File: config.mk
export PLATFORM = sky130hd
export DESIGN_NAME = dplw_top
export DESIGN_NICKNAME = d
export VERILOG_FILES = /design/src/core/dplw_pkg.sv /design/src/core/dplw_calib_hold.sv /design/src/core/dplw_top.sv
export VERILOG_INCLUDE_DIRS = /design/src /design/src/core
export SDC_FILE = /design/constraint.sdc
export NUM_CORES = 1
export LEC_CHECK = 0
export ABC_CLOCK_PERIOD_IN_PS = 1700
export BUFFER_PORTS_ARGS = -buffer_cell sky130_fd_sc_hd__buf_2
export CAP_MARGIN = 20
export CORE_ASPECT_RATIO = 1.4
export CORE_MARGIN = 2
export CORE_UTILIZATION = 43
export DETAILED_ROUTE_END_ITERATION = 12
export GPL_TIMING_DRIVEN = 1
export MAX_ROUTING_LAYER = met4
export PLACE_DENSITY = 0.83
export SLEW_MARGIN = 20
export SYNTH_ARGS = -nofsm -noshare
export SYNTH_HDL_FRONTEND = slang
export SYNTH_SLANG_ARGS = --single-unit
File: constraint.sdc
create_clock -name clk_i -period 1.7 [get_ports clk_i]
set_input_delay 0.255 -clock clk_i [delete_from_list [all_inputs] [get_ports clk_i]]
set_output_delay 0.255 -clock clk_i [all_outputs]
set_load 0.02 [all_outputs]
File: src/core/dplw_params.svh
// Purpose: constants for the debug port lock window block
// Assumes: one clock at 100 MHz
// Notes: values are hardware figures, names are local
`ifndef DPLW_PARAMS_SVH
`define DPLW_PARAMS_SVH
`define DPLW_WINDOW_CYCLES 7'h40
`define DPLW_KEY 16'ha5a5
`define DPLW_CNT_W 7
`define DPLW_CNT_ZERO 7'h00
`define DPLW_CNT_ONE 7'h01
`define DPLW_RDATA_RST 16'h0001
`define DPLW_RDATA_PAD 15'h0000
`define DPLW_CALIB_RST 16'h0000
`endif

File: src/core/dplw_pkg.sv
// Purpose: types for the debug port lock window block
// Assumes: nothing beyond the params header
// Notes: lock states of the window controller
`default_nettype none
package dplw_pkg;
    typedef enum logic [1:0] {
        DPLW_OPEN,
        DPLW_LOCKED,
        DPLW_ENABLED
    } dplw_state_t;
    typedef logic [15:0] dplw_word_t;
endpackage
`default_nettype wire

File: src/core/dplw_calib_hold.sv
// Purpose: calibration register store kept across warm resets
// Assumes: power_cycle_i marks a true loss of supply
// Notes: only a power cycle clears the contents
`include "dplw_params.svh"
`default_nettype none
module dplw_calib_hold (
    // clock and power loss
    input wire logic clk_i,
    input wire logic power_cycle_i,
    // load port
    input wire logic load_i,
    input wire dplw_pkg::dplw_word_t load_data_i,
    // contents
    output logic [15:0] calib_o,
    output logic valid_o
);
    import dplw_pkg::*;
    // warm resets do not reach these flops on purpose
    always_ff @(posedge clk_i or posedge power_cycle_i) begin
        if (power_cycle_i) begin
            calib_o <= `DPLW_CALIB_RST;
            valid_o <= 1'b0;
        end else if (load_i) begin
            calib_o <= load_data_i;
            valid_o <= 1'b1;
        end
    end
endmodule
`default_nettype wire

File: src/core/dplw_top.sv
// Purpose: debug port lock window after brownout or power-on reset
// Assumes: reset_i is brownout or power-on reset; clk_i is main clock
// Notes: software writes only reach the lock through lock_wr_i
//
// How it works
// - disable key counts only inside 64 cycles
// - writes after the window are ignored
// - reads show lock state, never change it
// - debug held disabled while window open
// - no key or low power by window end enables debug
// - key 0xa5a5 locks the debug port
// - low power inside window locks debug
// - startup routine runs after every reset
// - calibration kept except over power cycle
`include "dplw_params.svh"
`default_nettype none
module dplw_top (
    // clock and reset
    input wire logic clk_i,
    input wire logic reset_i,
    input wire logic power_cycle_i,
    input wire logic power_up_clear_i,
    // debug lock register port
    input wire logic lock_wr_i,
    input wire dplw_pkg::dplw_word_t lock_wdata_i,
    input wire logic lock_rd_i,
    output logic [15:0] lock_rdata_o,
    // low power request
    input wire logic low_power_i,
    // brownout flag clear from firmware
    input wire logic brownout_reset_flag_clr_i,
    output logic brownout_reset_flag_o,
    // calibration load
    input wire logic calib_load_i,
    input wire dplw_pkg::dplw_word_t calib_data_i,
    output logic [15:0] calib_o,
    output logic calib_valid_o,
    // status
    output logic debug_enable_o,
    output logic two_wire_debug_enable_o,
    output logic window_open_o,
    output logic startup_routine_req_o
);
    import dplw_pkg::*;

    ////////////////////////////////////////////////////////////////////
    function automatic logic is_key(input dplw_word_t w);
        is_key = (w == `DPLW_KEY);
    endfunction

    logic [`DPLW_CNT_W-1:0] cnt_reg;
    dplw_state_t state_reg;
    logic pwr_seen_reg;
    logic bor_flag_reg;
    logic suc_reg;
    logic [15:0] rdata_reg;
    logic lock_req;
    logic last_cycle;

    ////////////////////////////////////////////////////////////////////
    // cycle counter saturates at the window length
    always_ff @(posedge clk_i or posedge reset_i) begin
        if (reset_i) begin
            cnt_reg <= `DPLW_CNT_ZERO;
        end else if (cnt_reg != `DPLW_WINDOW_CYCLES) begin
            cnt_reg <= cnt_reg + `DPLW_CNT_ONE;
        end
    end

    assign window_open_o = (state_reg == DPLW_OPEN);
    // key and window end in one cycle: the key wins
    assign lock_req = (lock_wr_i && is_key(lock_wdata_i)) || low_power_i;
    assign last_cycle = (cnt_reg == `DPLW_WINDOW_CYCLES - `DPLW_CNT_ONE);

    // lock decision; key and low power only act while open
    always_ff @(posedge clk_i or posedge reset_i) begin
        if (reset_i) begin
            state_reg <= DPLW_OPEN;
        end else begin
            case (state_reg)
                DPLW_OPEN: begin
                    if (lock_req) begin
                        state_reg <= DPLW_LOCKED;
                    end else if (last_cycle) begin
                        state_reg <= DPLW_ENABLED;
                    end
                end
                DPLW_LOCKED: state_reg <= DPLW_LOCKED;
                DPLW_ENABLED: state_reg <= DPLW_ENABLED;
                default: state_reg <= DPLW_LOCKED;
            endcase
        end
    end

    assign debug_enable_o = (state_reg == DPLW_ENABLED);
    assign two_wire_debug_enable_o = (state_reg == DPLW_ENABLED);

    ////////////////////////////////////////////////////////////////////
    // read returns status only: bit0 high means debug disabled
    always_ff @(posedge clk_i or posedge reset_i) begin
        if (reset_i) begin
            rdata_reg <= `DPLW_RDATA_RST;
        end else if (lock_rd_i) begin
            rdata_reg <= {`DPLW_RDATA_PAD, state_reg != DPLW_ENABLED};
        end
    end
    assign lock_rdata_o = rdata_reg;

    ////////////////////////////////////////////////////////////////////
    // brownout flag: set by reset, cleared by firmware
    always_ff @(posedge clk_i or posedge reset_i) begin
        if (reset_i) begin
            bor_flag_reg <= 1'b1;
        end else if (brownout_reset_flag_clr_i) begin
            bor_flag_reg <= 1'b0;
        end
    end
    assign brownout_reset_flag_o = bor_flag_reg;

    // startup request after any reset, including power up clear
    always_ff @(posedge clk_i or posedge reset_i) begin
        if (reset_i) begin
            suc_reg <= 1'b1;
            pwr_seen_reg <= 1'b0;
        end else begin
            suc_reg <= power_up_clear_i;
            pwr_seen_reg <= 1'b1;
        end
    end
    assign startup_routine_req_o = suc_reg | ~pwr_seen_reg;

    ////////////////////////////////////////////////////////////////////
    dplw_calib_hold u_calib (
        .clk_i(clk_i),
        .power_cycle_i(power_cycle_i),
        .load_i(calib_load_i),
        .load_data_i(calib_data_i),
        .calib_o(calib_o),
        .valid_o(calib_valid_o)
    );

    ////////////////////////////////////////////////////////////////////
    property p_late_write_ignored;
        @(posedge clk_i) disable iff (reset_i)
        !window_open_o |=> !window_open_o && $stable(debug_enable_o);
    endproperty
    a_late_write_ignored: assert property (p_late_write_ignored)
        else $error("lock state changed after window");

    property p_key_locks;
        @(posedge clk_i) disable iff (reset_i)
        // the release edge still sees the design in reset
        !reset_i && window_open_o && lock_wr_i &&
        lock_wdata_i == `DPLW_KEY
        |=> state_reg == DPLW_LOCKED && !debug_enable_o;
    endproperty
    a_key_locks: assert property (p_key_locks)
        else $error("key inside window did not lock");

    property p_auto_enable;
        @(posedge clk_i) disable iff (reset_i)
        window_open_o && !lock_wr_i && !low_power_i &&
        cnt_reg == `DPLW_WINDOW_CYCLES - `DPLW_CNT_ONE
        |=> debug_enable_o;
    endproperty
    a_auto_enable: assert property (p_auto_enable)
        else $error("debug not enabled at window end");

    property p_disabled_open;
        @(posedge clk_i) disable iff (reset_i)
        window_open_o |-> !debug_enable_o && !two_wire_debug_enable_o;
    endproperty
    a_disabled_open: assert property (p_disabled_open)
        else $error("debug enabled while window open");

    property p_low_power_locks;
        @(posedge clk_i) disable iff (reset_i)
        !reset_i && window_open_o && low_power_i
        |=> !two_wire_debug_enable_o [*8];
    endproperty
    a_low_power_locks: assert property (p_low_power_locks)
        else $error("low power in window did not lock");

    property p_read_status;
        @(posedge clk_i) disable iff (reset_i)
        lock_rd_i |=> lock_rdata_o[0] == !$past(debug_enable_o);
    endproperty
    a_read_status: assert property (p_read_status)
        else $error("read status wrong");

    property p_read_holds;
        @(posedge clk_i) disable iff (reset_i)
        !lock_rd_i |=> $stable(lock_rdata_o);
    endproperty
    a_read_holds: assert property (p_read_holds)
        else $error("read data changed without a read");

    property p_window_closes;
        @(posedge clk_i) disable iff (reset_i)
        cnt_reg == `DPLW_WINDOW_CYCLES |-> !window_open_o;
    endproperty
    a_window_closes: assert property (p_window_closes)
        else $error("window open past 64 cycles");

    property p_key_in_window;
        @(posedge clk_i) disable iff (reset_i)
        $rose(state_reg == DPLW_LOCKED) |-> $past(cnt_reg) < `DPLW_WINDOW_CYCLES;
    endproperty
    a_key_in_window: assert property (p_key_in_window)
        else $error("lock taken outside window");

    property p_suc_after_puc;
        @(posedge clk_i) disable iff (reset_i)
        power_up_clear_i |=> startup_routine_req_o;
    endproperty
    a_suc_after_puc: assert property (p_suc_after_puc)
        else $error("no startup request after clear");

    // warm resets must leave the calibration store alone
    property p_calib_kept;
        @(posedge clk_i) disable iff (power_cycle_i)
        !calib_load_i |=> $stable(calib_o) && $stable(calib_valid_o);
    endproperty
    a_calib_kept: assert property (p_calib_kept)
        else $error("calibration changed without a load");
endmodule
`default_nettype wire

==> results.json, run 1 <==
{
  "m1WireLength_microns": 816,
  "synthTopCellsByArea": "dfrtp_1, mux2_2, buf_4",
  "status": "finished with violations",
  "grt_pass1_wl_microns": 3950,
  "final.setup.worst_slack_ps": 285,
  "ctsResizeCount": 0,
  "ys_seq_area_share_pct": 55.7,
  "cts_buffers": 5,
  "final_antenna_net_count": 0,
  "wl_per_cell_microns": 11.4,
  "postCtsSetupBuffers": 0,
  "total_power_w": 0.00156,
  "holdBufCountCts": 0,
  "period_minus_slack_ps": 1410,
  "initial_core_util_pct": 44.2,
  "grt_pass1_vias": 936,
  "synth-async-reset-ratio_pct": 100,
  "syn2layout_area_growth_pct": 27.8,
  "fin_skew_ps": 2.18,
  "critPathTopFamily": "simple AND/OR/NAND/NOR gates",
  "finalHoldWorstSlack_ps": -5.19,
  "finalMaxSlewViolations": 0,
  "final.period_utilization_pct": 83.2,
  "vias_per_cell": 4.58,
  "gp_congestion": 0.722,
  "arrival_ps": 1570,
  "cp_slowest_stage_delay_ps": 430,
  "clkPwrFrac_pct": 35.6,
  "ys_warn_count": 0,
  "yosys.area.top_type": "dfrtp_1",
  "end_kind": "register",
  "synthCells": 106,
  "syn_area_per_cell_sq_um": 12.8,
  "slowest_stage": "dfrtp_1",
  "row_count": 24,
  "worst_slew_pin_slew_ps": 572,
  "layout-drive-gt1-share_pct": 52.0,
  "ir_drop_mv": 0.543,
  "num-fill-cells": 295,
  "path_buf_inv": 0,
  "dieArea_sq_um": 3620,
  "min_path_type": "primary input to async pin",
  "clock_path_buffers": 2,
  "grtUsageTotal_pct": 15.6,
  "cts-root-buf": "clkbuf_8",
  "yosys.cell_types.count": 26,
  "violations": "negative hold slack",
  "internal_power_w": 0.00118,
  "cts.sinks": 30,
  "synth_edf_count": 0,
  "syn_area_sq_um": 1360,
  "largest_reg_flops": 16,
  "grt-ovfl-total": 0,
  "critPathKind": "register to register",
  "drt_iter0_drc": 12,
  "leakage_nw": 0.862,
  "ys_top_cells_by_count": "dfrtp_1, buf_4, mux2_2",
  "swShare_pct": 24.4,
  "synth_most_common_cell": "dfrtp_1",
  "rsz0062_at_grt": "false",
  "fin_nets": 215,
  "met3WireLength_microns": 301,
  "drt_wl_total_microns": 2420,
  "top_layer": "met4",
  "path_cells": "nor4_2 -> nand3_1 -> mux2_1",
  "core_area_sq_um": 3060,
  "setup_violations": 0,
  "post-route-drc-count": 0,
  "cp_data_required_time_ps": 1860,
  "vias": 972,
  "io_buffers": 63,
  "power_density_nw_per_um2": 902,
  "power_frac_seq_pct": 49.5,
  "synth-main-ff-cell": "dfrtp_1",
  "cap_viol_max_count": 0,
  "grt_max_degree": 18,
  "fin_tns_setup_ps": 0,
  "ys_ff_latch": 30,
  "antenna_found_initial": 0,
  "p_sw_w": 0.000381,
  "path_depth": 3,
  "wl_met2_microns": 1260,
  "crit_path_max_fanout": 5,
  "clk_transition_reported_paths_ps": 60,
  "hold_viol": 9,
  "die_h_microns": 70.4,
  "fmax_ghz": 0.707,
  "dp_slack_ps": 308,
  "start_kind": "register",
  "dp_hpwl_microns": 2020,
  "pwr-share-comb_pct": 14.9,
  "antennaDiodeCount": 0,
  "synth_top_area_share_pct": 49.9,
  "h-tree-depth": 2,
  "max_slew_margin_pct": 61.9,
  "insertion_delay_ps": 270,
  "io_pins": 79,
  "cts_tree": "done",
  "die_width_microns": 51.4,
  "first_pass_iters": 3,
  "rr_worst_depth": 3
}
worst register-to-register path, delay by kind of cell (launching register included):
family | cells | cell delay, ps
flops | 1 | 430
simple gates | 2 | 520
mux | 1 | 340
power groups by stage:
stage	clock (W)	combinational [W]	sequential, W
final	0.000556	0.000233	0.000773
after global routing	0.000622	0.000253	0.000778
after CTS	0.000578	0.000236	0.000774
after detailed placement	0	0.000236	0.000786
after global placement	0	0.000231	0.000784
after floorplan	0	0.000119	0.000835
per-stage QoR:
| stage | utilization (%) | std cells | cell area, sq um |
|---|---|---|---|
| after global placement | 53.6 | 204 | 1640 |
| after floorplan | - | 120 | 1410 |
| after detailed placement | 53.6 | 204 | 1640 |
| after CTS | 56.5 | 212 | 1730 |
| final | 56.5 | 212 | 1730 |
| after global routing | 56.5 | 212 | 1730 |
final timing paths:
path | startpoint | end | slack, ps
max | cnt_reg[2] | cnt_reg[1] | 290
min | reset_i | state_reg[1] | -5
max reg2reg | cnt_reg[2] | cnt_reg[1] | 290
min reg2reg | u_calib.valid_o | u_calib.valid_o | 470
max in group asynchronous | power_cycle_i | u_calib.calib_o[12] | 1300
min in group clk_i | power_up_clear_i | suc_reg | 80
kinds of logic after synthesis:
logic type | Yosys count | share of synthesized area (%)
fa+ha+maj | 2 | 1.85
xor+xnor | 6 | 3.88
flops | 30 | 55.7
simple gates | 19 | 9.60
buf+inv | 24 | 11.3
other cells | 2 | 0.554
mux | 17 | 14.1
compound gates | 6 | 3.05
per-layer routing:
layer  up-vias  GRT usage [%]
met5         -              -
met2        70           27.4
met3         5           5.34
met1       441           14.8
met4         0           7.02
li1        456              -
final cells by class:
class	count	area, sq um	area share (%)
repair buffers	63	315	18.2
clock buffers	8	90.1	5.20
inverters	6	22.5	1.30
flip-flops and latches	30	754	43.6
multi-input cells	66	500	28.9
well taps	39	48.8	2.82
placed cells by master (no fill, tap or decap), drive strengths merged:
| cell type | instances |
|---|---|
| buf | 63 |
| dfrtp | 27 |
| mux2 | 17 |
| conb | 16 |
| clkbuf | 8 |
| xnor2 | 6 |
| inv | 6 |
| nand3 | 5 |
| nor2b | 3 |
| dfstp | 3 |
| nor4bb | 2 |
| a21oi | 2 |
| nor2 | 2 |
| ha | 2 |
| nor4 | 1 |
| a31oi | 1 |
| and3 | 1 |
| nand4 | 1 |
| nand4bb | 1 |
| or4b | 1 |
| o21ai | 1 |
| nand2b | 1 |
| or2 | 1 |
| a41o | 1 |
| o211a | 1 |
(Power assumes the default switching activity.)
==> inputs of run 2 (changes only) <==
--- a/config.mk
+++ b/config.mk
@@ -6,16 +6,17 @@
 export SDC_FILE = /design/constraint.sdc
 export NUM_CORES = 1
 export LEC_CHECK = 0
-export ABC_CLOCK_PERIOD_IN_PS = 1700
+export ABC_AREA = 1
+export ABC_CLOCK_PERIOD_IN_PS = 1150
 export BUFFER_PORTS_ARGS = -buffer_cell sky130_fd_sc_hd__buf_2
 export CAP_MARGIN = 20
 export CORE_ASPECT_RATIO = 1.4
 export CORE_MARGIN = 2
-export CORE_UTILIZATION = 43
+export CORE_UTILIZATION = 39
 export DETAILED_ROUTE_END_ITERATION = 12
 export GPL_TIMING_DRIVEN = 1
 export MAX_ROUTING_LAYER = met4
-export PLACE_DENSITY = 0.83
+export PLACE_DENSITY = 0.79
 export SLEW_MARGIN = 20
 export SYNTH_ARGS = -nofsm -noshare
 export SYNTH_HDL_FRONTEND = slang
==> constraint.sdc (replaced) <==
create_clock -name clk_i -period 1.15 [get_ports clk_i]
set_input_delay 0.1725 -clock clk_i [delete_from_list [all_inputs] [get_ports clk_i]]
set_output_delay 0.1725 -clock clk_i [all_outputs]
set_load 0.02 [all_outputs]
==> run 2 against run 1 <==
Compared with the run above:
- the run ends with negative setup slack left
- hold slack improved by 17 ps
- combinational power is 51% higher
- sequential cell count did not move
- count of clock-buffer cells in the layout is 1 lower
- sequential share of layout area fell by 4.2 points
- routed wire length is 11% higher
- via count up 24%
- clock skew rose by 2.8 ps
- sequential power up 47%
- setup slack worse by 290 ps
- largest power group unchanged
==> results.json, run 2 <==
{
  "status": "finished with violations",
  "violations": "negative setup slack",
  "grt_pass1_wl_microns": 4250,
  "io_pins": 79,
  "swShare_pct": 26.1,
  "pwr-share-comb_pct": 15.1,
  "die_width_microns": 54.7,
  "die_h_microns": 75.0,
  "largest_reg_flops": 16,
  "layout_commonest_cell": "nand2_1",
  "antennaDiodeCount": 0,
  "syn_area_sq_um": 1400,
  "synth_top_family_by_area": "simple AND/OR/NAND/NOR gates",
  "vias_per_cell": 4.27,
  "final_util_pct": 56.3,
  "cp-startpoint": "suc_reg",
  "synth_top_area_share_pct": 48.2,
  "clkPwrFrac_pct": 36.2,
  "crit_path_max_fanout": 1,
  "total_power_w": 0.00233,
  "dieArea_sq_um": 4100,
  "cts_tree": "done",
  "drt_iter0_drc": 17,
  "path_buf_inv": 2,
  "arrival_ps": 990,
  "p_sw_w": 0.000608,
  "leakage_nw": 1.09,
  "min_path_type": "primary input to register",
  "io_buffers": 63,
  "final.period_utilization_pct": 101,
  "hold_path_startpoint": "brownout_reset_flag_clr_i",
  "path_cells": "inv_1 -> nand2_1 -> buf_6",
  "synthCells": 165,
  "ys_ff_latch": 30,
  "synth-main-ff-cell": "dfrtp_1",
  "cp_data_required_time_ps": 980,
  "slowest_stage": "dfstp_2",
  "synth_compound_area_share_pct": 1.07,
  "ys_warn_count": 0,
  "vias": 1201,
  "setup_violations": 1,
  "insertion_delay_ps": 270,
  "cp_slowest_stage_delay_ps": 510,
  "fin_nets": 283,
  "rsz0062_at_grt": "true",
  "synth_adder_area_share_pct": 1.78,
  "end_kind": "output pin",
  "h-tree-depth": 2,
  "final.setup.worst_slack_ps": -9.66,
  "dp_hpwl_microns": 2060,
  "clock_path_buffers": 2,
  "power_density_nw_per_um2": 1220,
  "start_kind": "register",
  "grt-ovfl-total": 0,
  "yosys.cell_types.count": 20,
  "row_count": 25,
  "layout-drive-gt1-share_pct": 38.2,
  "r2r-start": "cnt_reg[0]",
  "cts.sinks": 30,
  "synthTopCellsByArea": "dfrtp_1, nand2_1, buf_4",
  "internal_power_w": 0.00172,
  "grt_max_degree": 18,
  "cap_viol_max_count": 0,
  "syn_area_per_cell_sq_um": 8.50,
  "critPathTopFamily": "flip-flops",
  "power_frac_seq_pct": 48.7,
  "drt_wl_total_microns": 2700,
  "critPathKind": "register to output pin",
  "grt_pass1_vias": 1110,
  "r2r_setup_slack_ps": 50,
  "yosys.area.top_type": "dfrtp_1",
  "synth_xor_xnor_area_share_pct": 3.12,
  "first_pass_iters": 3,
  "grtUsageTotal_pct": 15.0,
  "cts_buffers": 5,
  "final_antenna_net_count": 0,
  "finalMaxSlewViolations": 0,
  "antenna_found_initial": 0,
  "fin_skew_ps": 5.02,
  "synth-async-reset-ratio_pct": 100,
  "fin_tns_setup_ps": -9.66,
  "ys_top_cells_by_count": "nand2_1, dfrtp_1, inv_1",
  "fmax_ghz": 0.862,
  "initial_core_util_pct": 41.1,
  "core_area_sq_um": 3410,
  "post-route-drc-count": 0,
  "wl_per_cell_microns": 9.59,
  "ys_seq_area_share_pct": 53.8,
  "final_cell_mix": "nand2_1, buf_2, dfrtp_1",
  "gp_congestion": 0.795,
  "clk_transition_reported_paths_ps": 60,
  "yosys.area_share.simple_pct": 25.1,
  "finalHoldWorstSlack_ps": 11.8,
  "cts-root-buf": "clkbuf_8",
  "ir_drop_mv": 1.06,
  "synth_most_common_cell": "nand2_1",
  "num-fill-cells": 320,
  "hold_viol": 0,
  "synth_edf_count": 0,
  "synth.mux.area_fraction_pct": 0,
  "syn2layout_area_growth_pct": 36.8,
  "period_minus_slack_ps": 1160,
  "multi_input_area_sq_um": 518,
  "seqCellArea_sq_um": 754
}
## run 2: metrics by stage
step	instance area [sq um]	std cells	worst slack [ps]
2_1_floorplan	1460	179	41.0
3_3_place_gp	1740	268	53.8
3_5_place_dp	1740	268	11.9
4_1_cts	1880	280	-25.3
5_1_grt	1920	281	-43.6
6_report	1920	281	-9.66
## run 2: final cells by class
type,count,area share (%)
clock buffers,7,4.50
clock inverters,1,0.261
inverters,18,3.52
multi-input cells,112,27.0
flip-flops and latches,30,39.3
well taps,40,2.61
repair buffers,73,22.8
## run 2: layer usage
metal / up-vias / track usage [%] / wire (microns)
met5: - / - / 0
met4: 0 / 8.33 / 57
met3: 4 / 3.57 / 218
met2: 60 / 25.9 / 1370
met1: 532 / 15.0 / 1050
li1: 605 / - / -
## run 2: power groups by stage
stage / sequential [W] / clock, W / combinational [W]
2_1_floorplan: 0.00122 / 0 / 0.000173
3_3_place_gp: 0.00115 / 0 / 0.000337
3_5_place_dp: 0.00115 / 0 / 0.000345
4_1_cts: 0.00114 / 0.000869 / 0.000355
5_1_grt: 0.00114 / 0.000929 / 0.000394
6_report: 0.00114 / 0.000845 / 0.000351
## run 2: logic make-up (layout without fill, tap and decap cells)
family | after synthesis | count (layout)
AND/OR/NAND/NOR | 86 | 86
buffers and inverters | 37 | 99
flip-flops | 30 | 30
AO/OA/AOI/OAI | 3 | 3
adder cells (fa/ha/maj) | 2 | 2
XOR/XNOR | 5 | 5
other | 2 | 16
## run 2: worst paths after layout
path | depth (start not counted) | end
worst min-delay path | 2 | brownout_reset_flag_o
max in group asynchronous | 3 | suc_reg
min in group asynchronous | 4 | u_calib.calib_o[0]
worst min register to register | 2 | brownout_reset_flag_o
worst max register to register | 7 | state_reg[1]
worst max-delay path | 3 | startup_routine_req_o
## run 2: what timing repair did
action / in CTS / in global routing
buffers inserted: 1 / 1
pin swaps: 1 / 1
cloned: 0 / 0
setup endpoints to repair: 4 / 12
resized for setup: 6 / 9
hold buffers: 3 / 0
hold endpoints to repair: 28 / 0
==> inputs of run 3 (changes only) <==
--- a/config.mk
+++ b/config.mk
@@ -7,16 +7,16 @@
 export NUM_CORES = 1
 export LEC_CHECK = 0
 export ABC_AREA = 1
-export ABC_CLOCK_PERIOD_IN_PS = 1150
+export ABC_CLOCK_PERIOD_IN_PS = 1400
 export BUFFER_PORTS_ARGS = -buffer_cell sky130_fd_sc_hd__buf_2
 export CAP_MARGIN = 20
 export CORE_ASPECT_RATIO = 1.4
 export CORE_MARGIN = 2
-export CORE_UTILIZATION = 39
+export CORE_UTILIZATION = 47
 export DETAILED_ROUTE_END_ITERATION = 12
 export GPL_TIMING_DRIVEN = 1
 export MAX_ROUTING_LAYER = met4
-export PLACE_DENSITY = 0.79
+export PLACE_DENSITY = 0.88
 export SLEW_MARGIN = 20
 export SYNTH_ARGS = -nofsm -noshare
 export SYNTH_HDL_FRONTEND = slang
==> constraint.sdc (replaced) <==
create_clock -name clk_i -period 1.4 [get_ports clk_i]
set_input_delay 0.21 -clock clk_i [delete_from_list [all_inputs] [get_ports clk_i]]
set_output_delay 0.21 -clock clk_i [all_outputs]
set_load 0.02 [all_outputs]
==> run 3 against run 2 <==
Compared with the run above:
- critical path type unchanged
- critical path depth shrank 1
- clock power is 24% lower
- non-clock buffer count fell by 8
- setup slack better by 130 ps
- highest routed layer unchanged
- core utilization increased by 6.3 points
- the flow finishes with violations (negative hold slack)
- first-iteration DRC count shrank 5.9%
- sequential cell count did not move
- sequential share of layout area grew 3.0 points
==> results.json, run 3 (synthesis gave the netlist of run 2 again) <==
{
  "status": "finished with violations",
  "violations": "negative hold slack",
  "worst_slew_pin_slew_ps": 601,
  "cap_viol_max_count": 0,
  "rr_worst_depth": 7,
  "drt_iter0_drc": 16,
  "die_width_microns": 50.2,
  "finalHoldWorstSlack_ps": -7.59,
  "layout_commonest_cell": "buf_2",
  "grt_max_degree": 18,
  "final_cell_mix": "buf_2, nand2_1, dfrtp_1",
  "cts-root-buf": "clkbuf_8",
  "grt_pass1_wl_microns": 4030,
  "finalInstanceArea_sq_um": 1780,
  "wl_per_cell_microns": 9.32,
  "critPathKind": "register to output pin",
  "postCtsSetupBuffers": 0,
  "wl_met2_microns": 1210,
  "gp_congestion": 0.775,
  "dp_hpwl_microns": 2030,
  "dieArea_sq_um": 3440,
  "r2r_setup_slack_ps": 230,
  "die_h_microns": 68.6,
  "layout-drive-gt1-share_pct": 34.8,
  "power_density_nw_per_um2": 1040,
  "endpoint": "debug_enable_o",
  "io_buffers": 63,
  "initial_core_util_pct": 49.2,
  "start_kind": "register",
  "final.period_utilization_pct": 91.1,
  "fmax_ghz": 0.784,
  "syn2layout_area_growth_pct": 27.0,
  "io_pins": 79,
  "seqCellArea_sq_um": 754,
  "clk_transition_reported_paths_ps": 60,
  "cts_tree": "done",
  "cts.sinks": 30,
  "core_area_sq_um": 2850,
  "rsz0062_at_grt": "false",
  "final_util_pct": 62.5,
  "fin_nets": 275,
  "grtUsageTotal_pct": 16.4,
  "r2r-end": "state_reg[1]",
  "max_slew_margin_pct": 59.9,
  "period_minus_slack_ps": 1280,
  "cp-startpoint": "state_reg[0]",
  "drt_wl_total_microns": 2520,
  "m1WireLength_microns": 1010,
  "cp_data_required_time_ps": 1190,
  "antennaDiodeCount": 0,
  "largest_reg_flops": 16,
  "post-route-drc-count": 0,
  "fin_tns_setup_ps": 0,
  "arrival_ps": 1070,
  "hold_viol": 10,
  "h-tree-depth": 2,
  "end_kind": "output pin",
  "first_pass_iters": 4,
  "cts_buffers": 5,
  "vias_per_cell": 4.33,
  "num-fill-cells": 238,
  "vias": 1169,
  "setup_violations": 0,
  "met3WireLength_microns": 235,
  "multi_input_area_sq_um": 498,
  "grt_pass1_vias": 1049,
  "placedInstanceArea_sq_um": 1690,
  "top_layer": "met4",
  "min_path_type": "primary input to async pin",
  "fin_skew_ps": 3.59,
  "final_antenna_net_count": 0,
  "leakage_nw": 1.04,
  "row_count": 23,
  "insertion_delay_ps": 270,
  "clock_path_buffers": 2,
  "finalMaxSlewViolations": 0,
  "grt-ovfl-total": 0,
  "ir_drop_mv": 0.836,
  "r2r-start": "cnt_reg[0]",
  "crit_path_max_fanout": 5,
  "antenna_found_initial": 0
}
## run 3: area by class of cell
class | count | share of cell area, %
Multi-Input combinational cell | 112 | 27.9
Clock inverter | 2 | 0.562
Clock buffer | 6 | 4.07
Inverter | 18 | 3.79
Timing Repair Buffer | 65 | 18.7
Tap cell | 37 | 2.60
Sequential cell | 30 | 42.3
## run 3: worst min-delay path by stage
stage | startpoint | slack, ps | cells past startpoint | to
finish | power_cycle_i | -8 | 2 | u_calib.calib_o[12]
detailed placement | reset_i | 250 | 2 | cnt_reg[5]
CTS | power_cycle_i | 9 | 2 | u_calib.calib_o[0]
global placement | reset_i | 240 | 2 | cnt_reg[5]
floorplan | reset_i | 80 | 1 | cnt_reg[0]
global route | power_up_clear_i | 30 | 1 | suc_reg
## run 3: through the flow
stage | total power [W] | setup WS, ps | hold WS, ps | instances
2_1_floorplan | 0.00114 | 160 | 84.8 | 179
5_1_grt | 0.00194 | 53.6 | 25.5 | 270
3_5_place_dp | 0.00122 | 233 | 246 | 261
3_3_place_gp | 0.00122 | 276 | 240 | 261
6_report | 0.00185 | 124 | -7.59 | 270
4_1_cts | 0.00187 | 43.7 | 8.78 | 270
## run 3: what timing repair did
item,in CTS,in global routing
endpoints found under the hold margin,10,0
resized for setup,0,1
endpoints found under the setup margin,0,2
hold buffers,1,0
## run 3: per-layer routing
layer,global-route usage [%],up-vias
met5,-,-
met4,9.03,0
met3,5.17,8
met2,28.0,66
met1,16.7,506
li1,-,589
## run 3: critical path, stage by stage, from the launching register on
cell	delay, ps
dfrtp_1	400
nor2_2	190
buf_2	200
## run 3: where the power goes
part,switching [W],internal (W),total [W]
clock network,0.000295,0.000343,0.000638
registers,0.0000222,0.000913,0.000935
logic,0.000177,0.0000952,0.000273
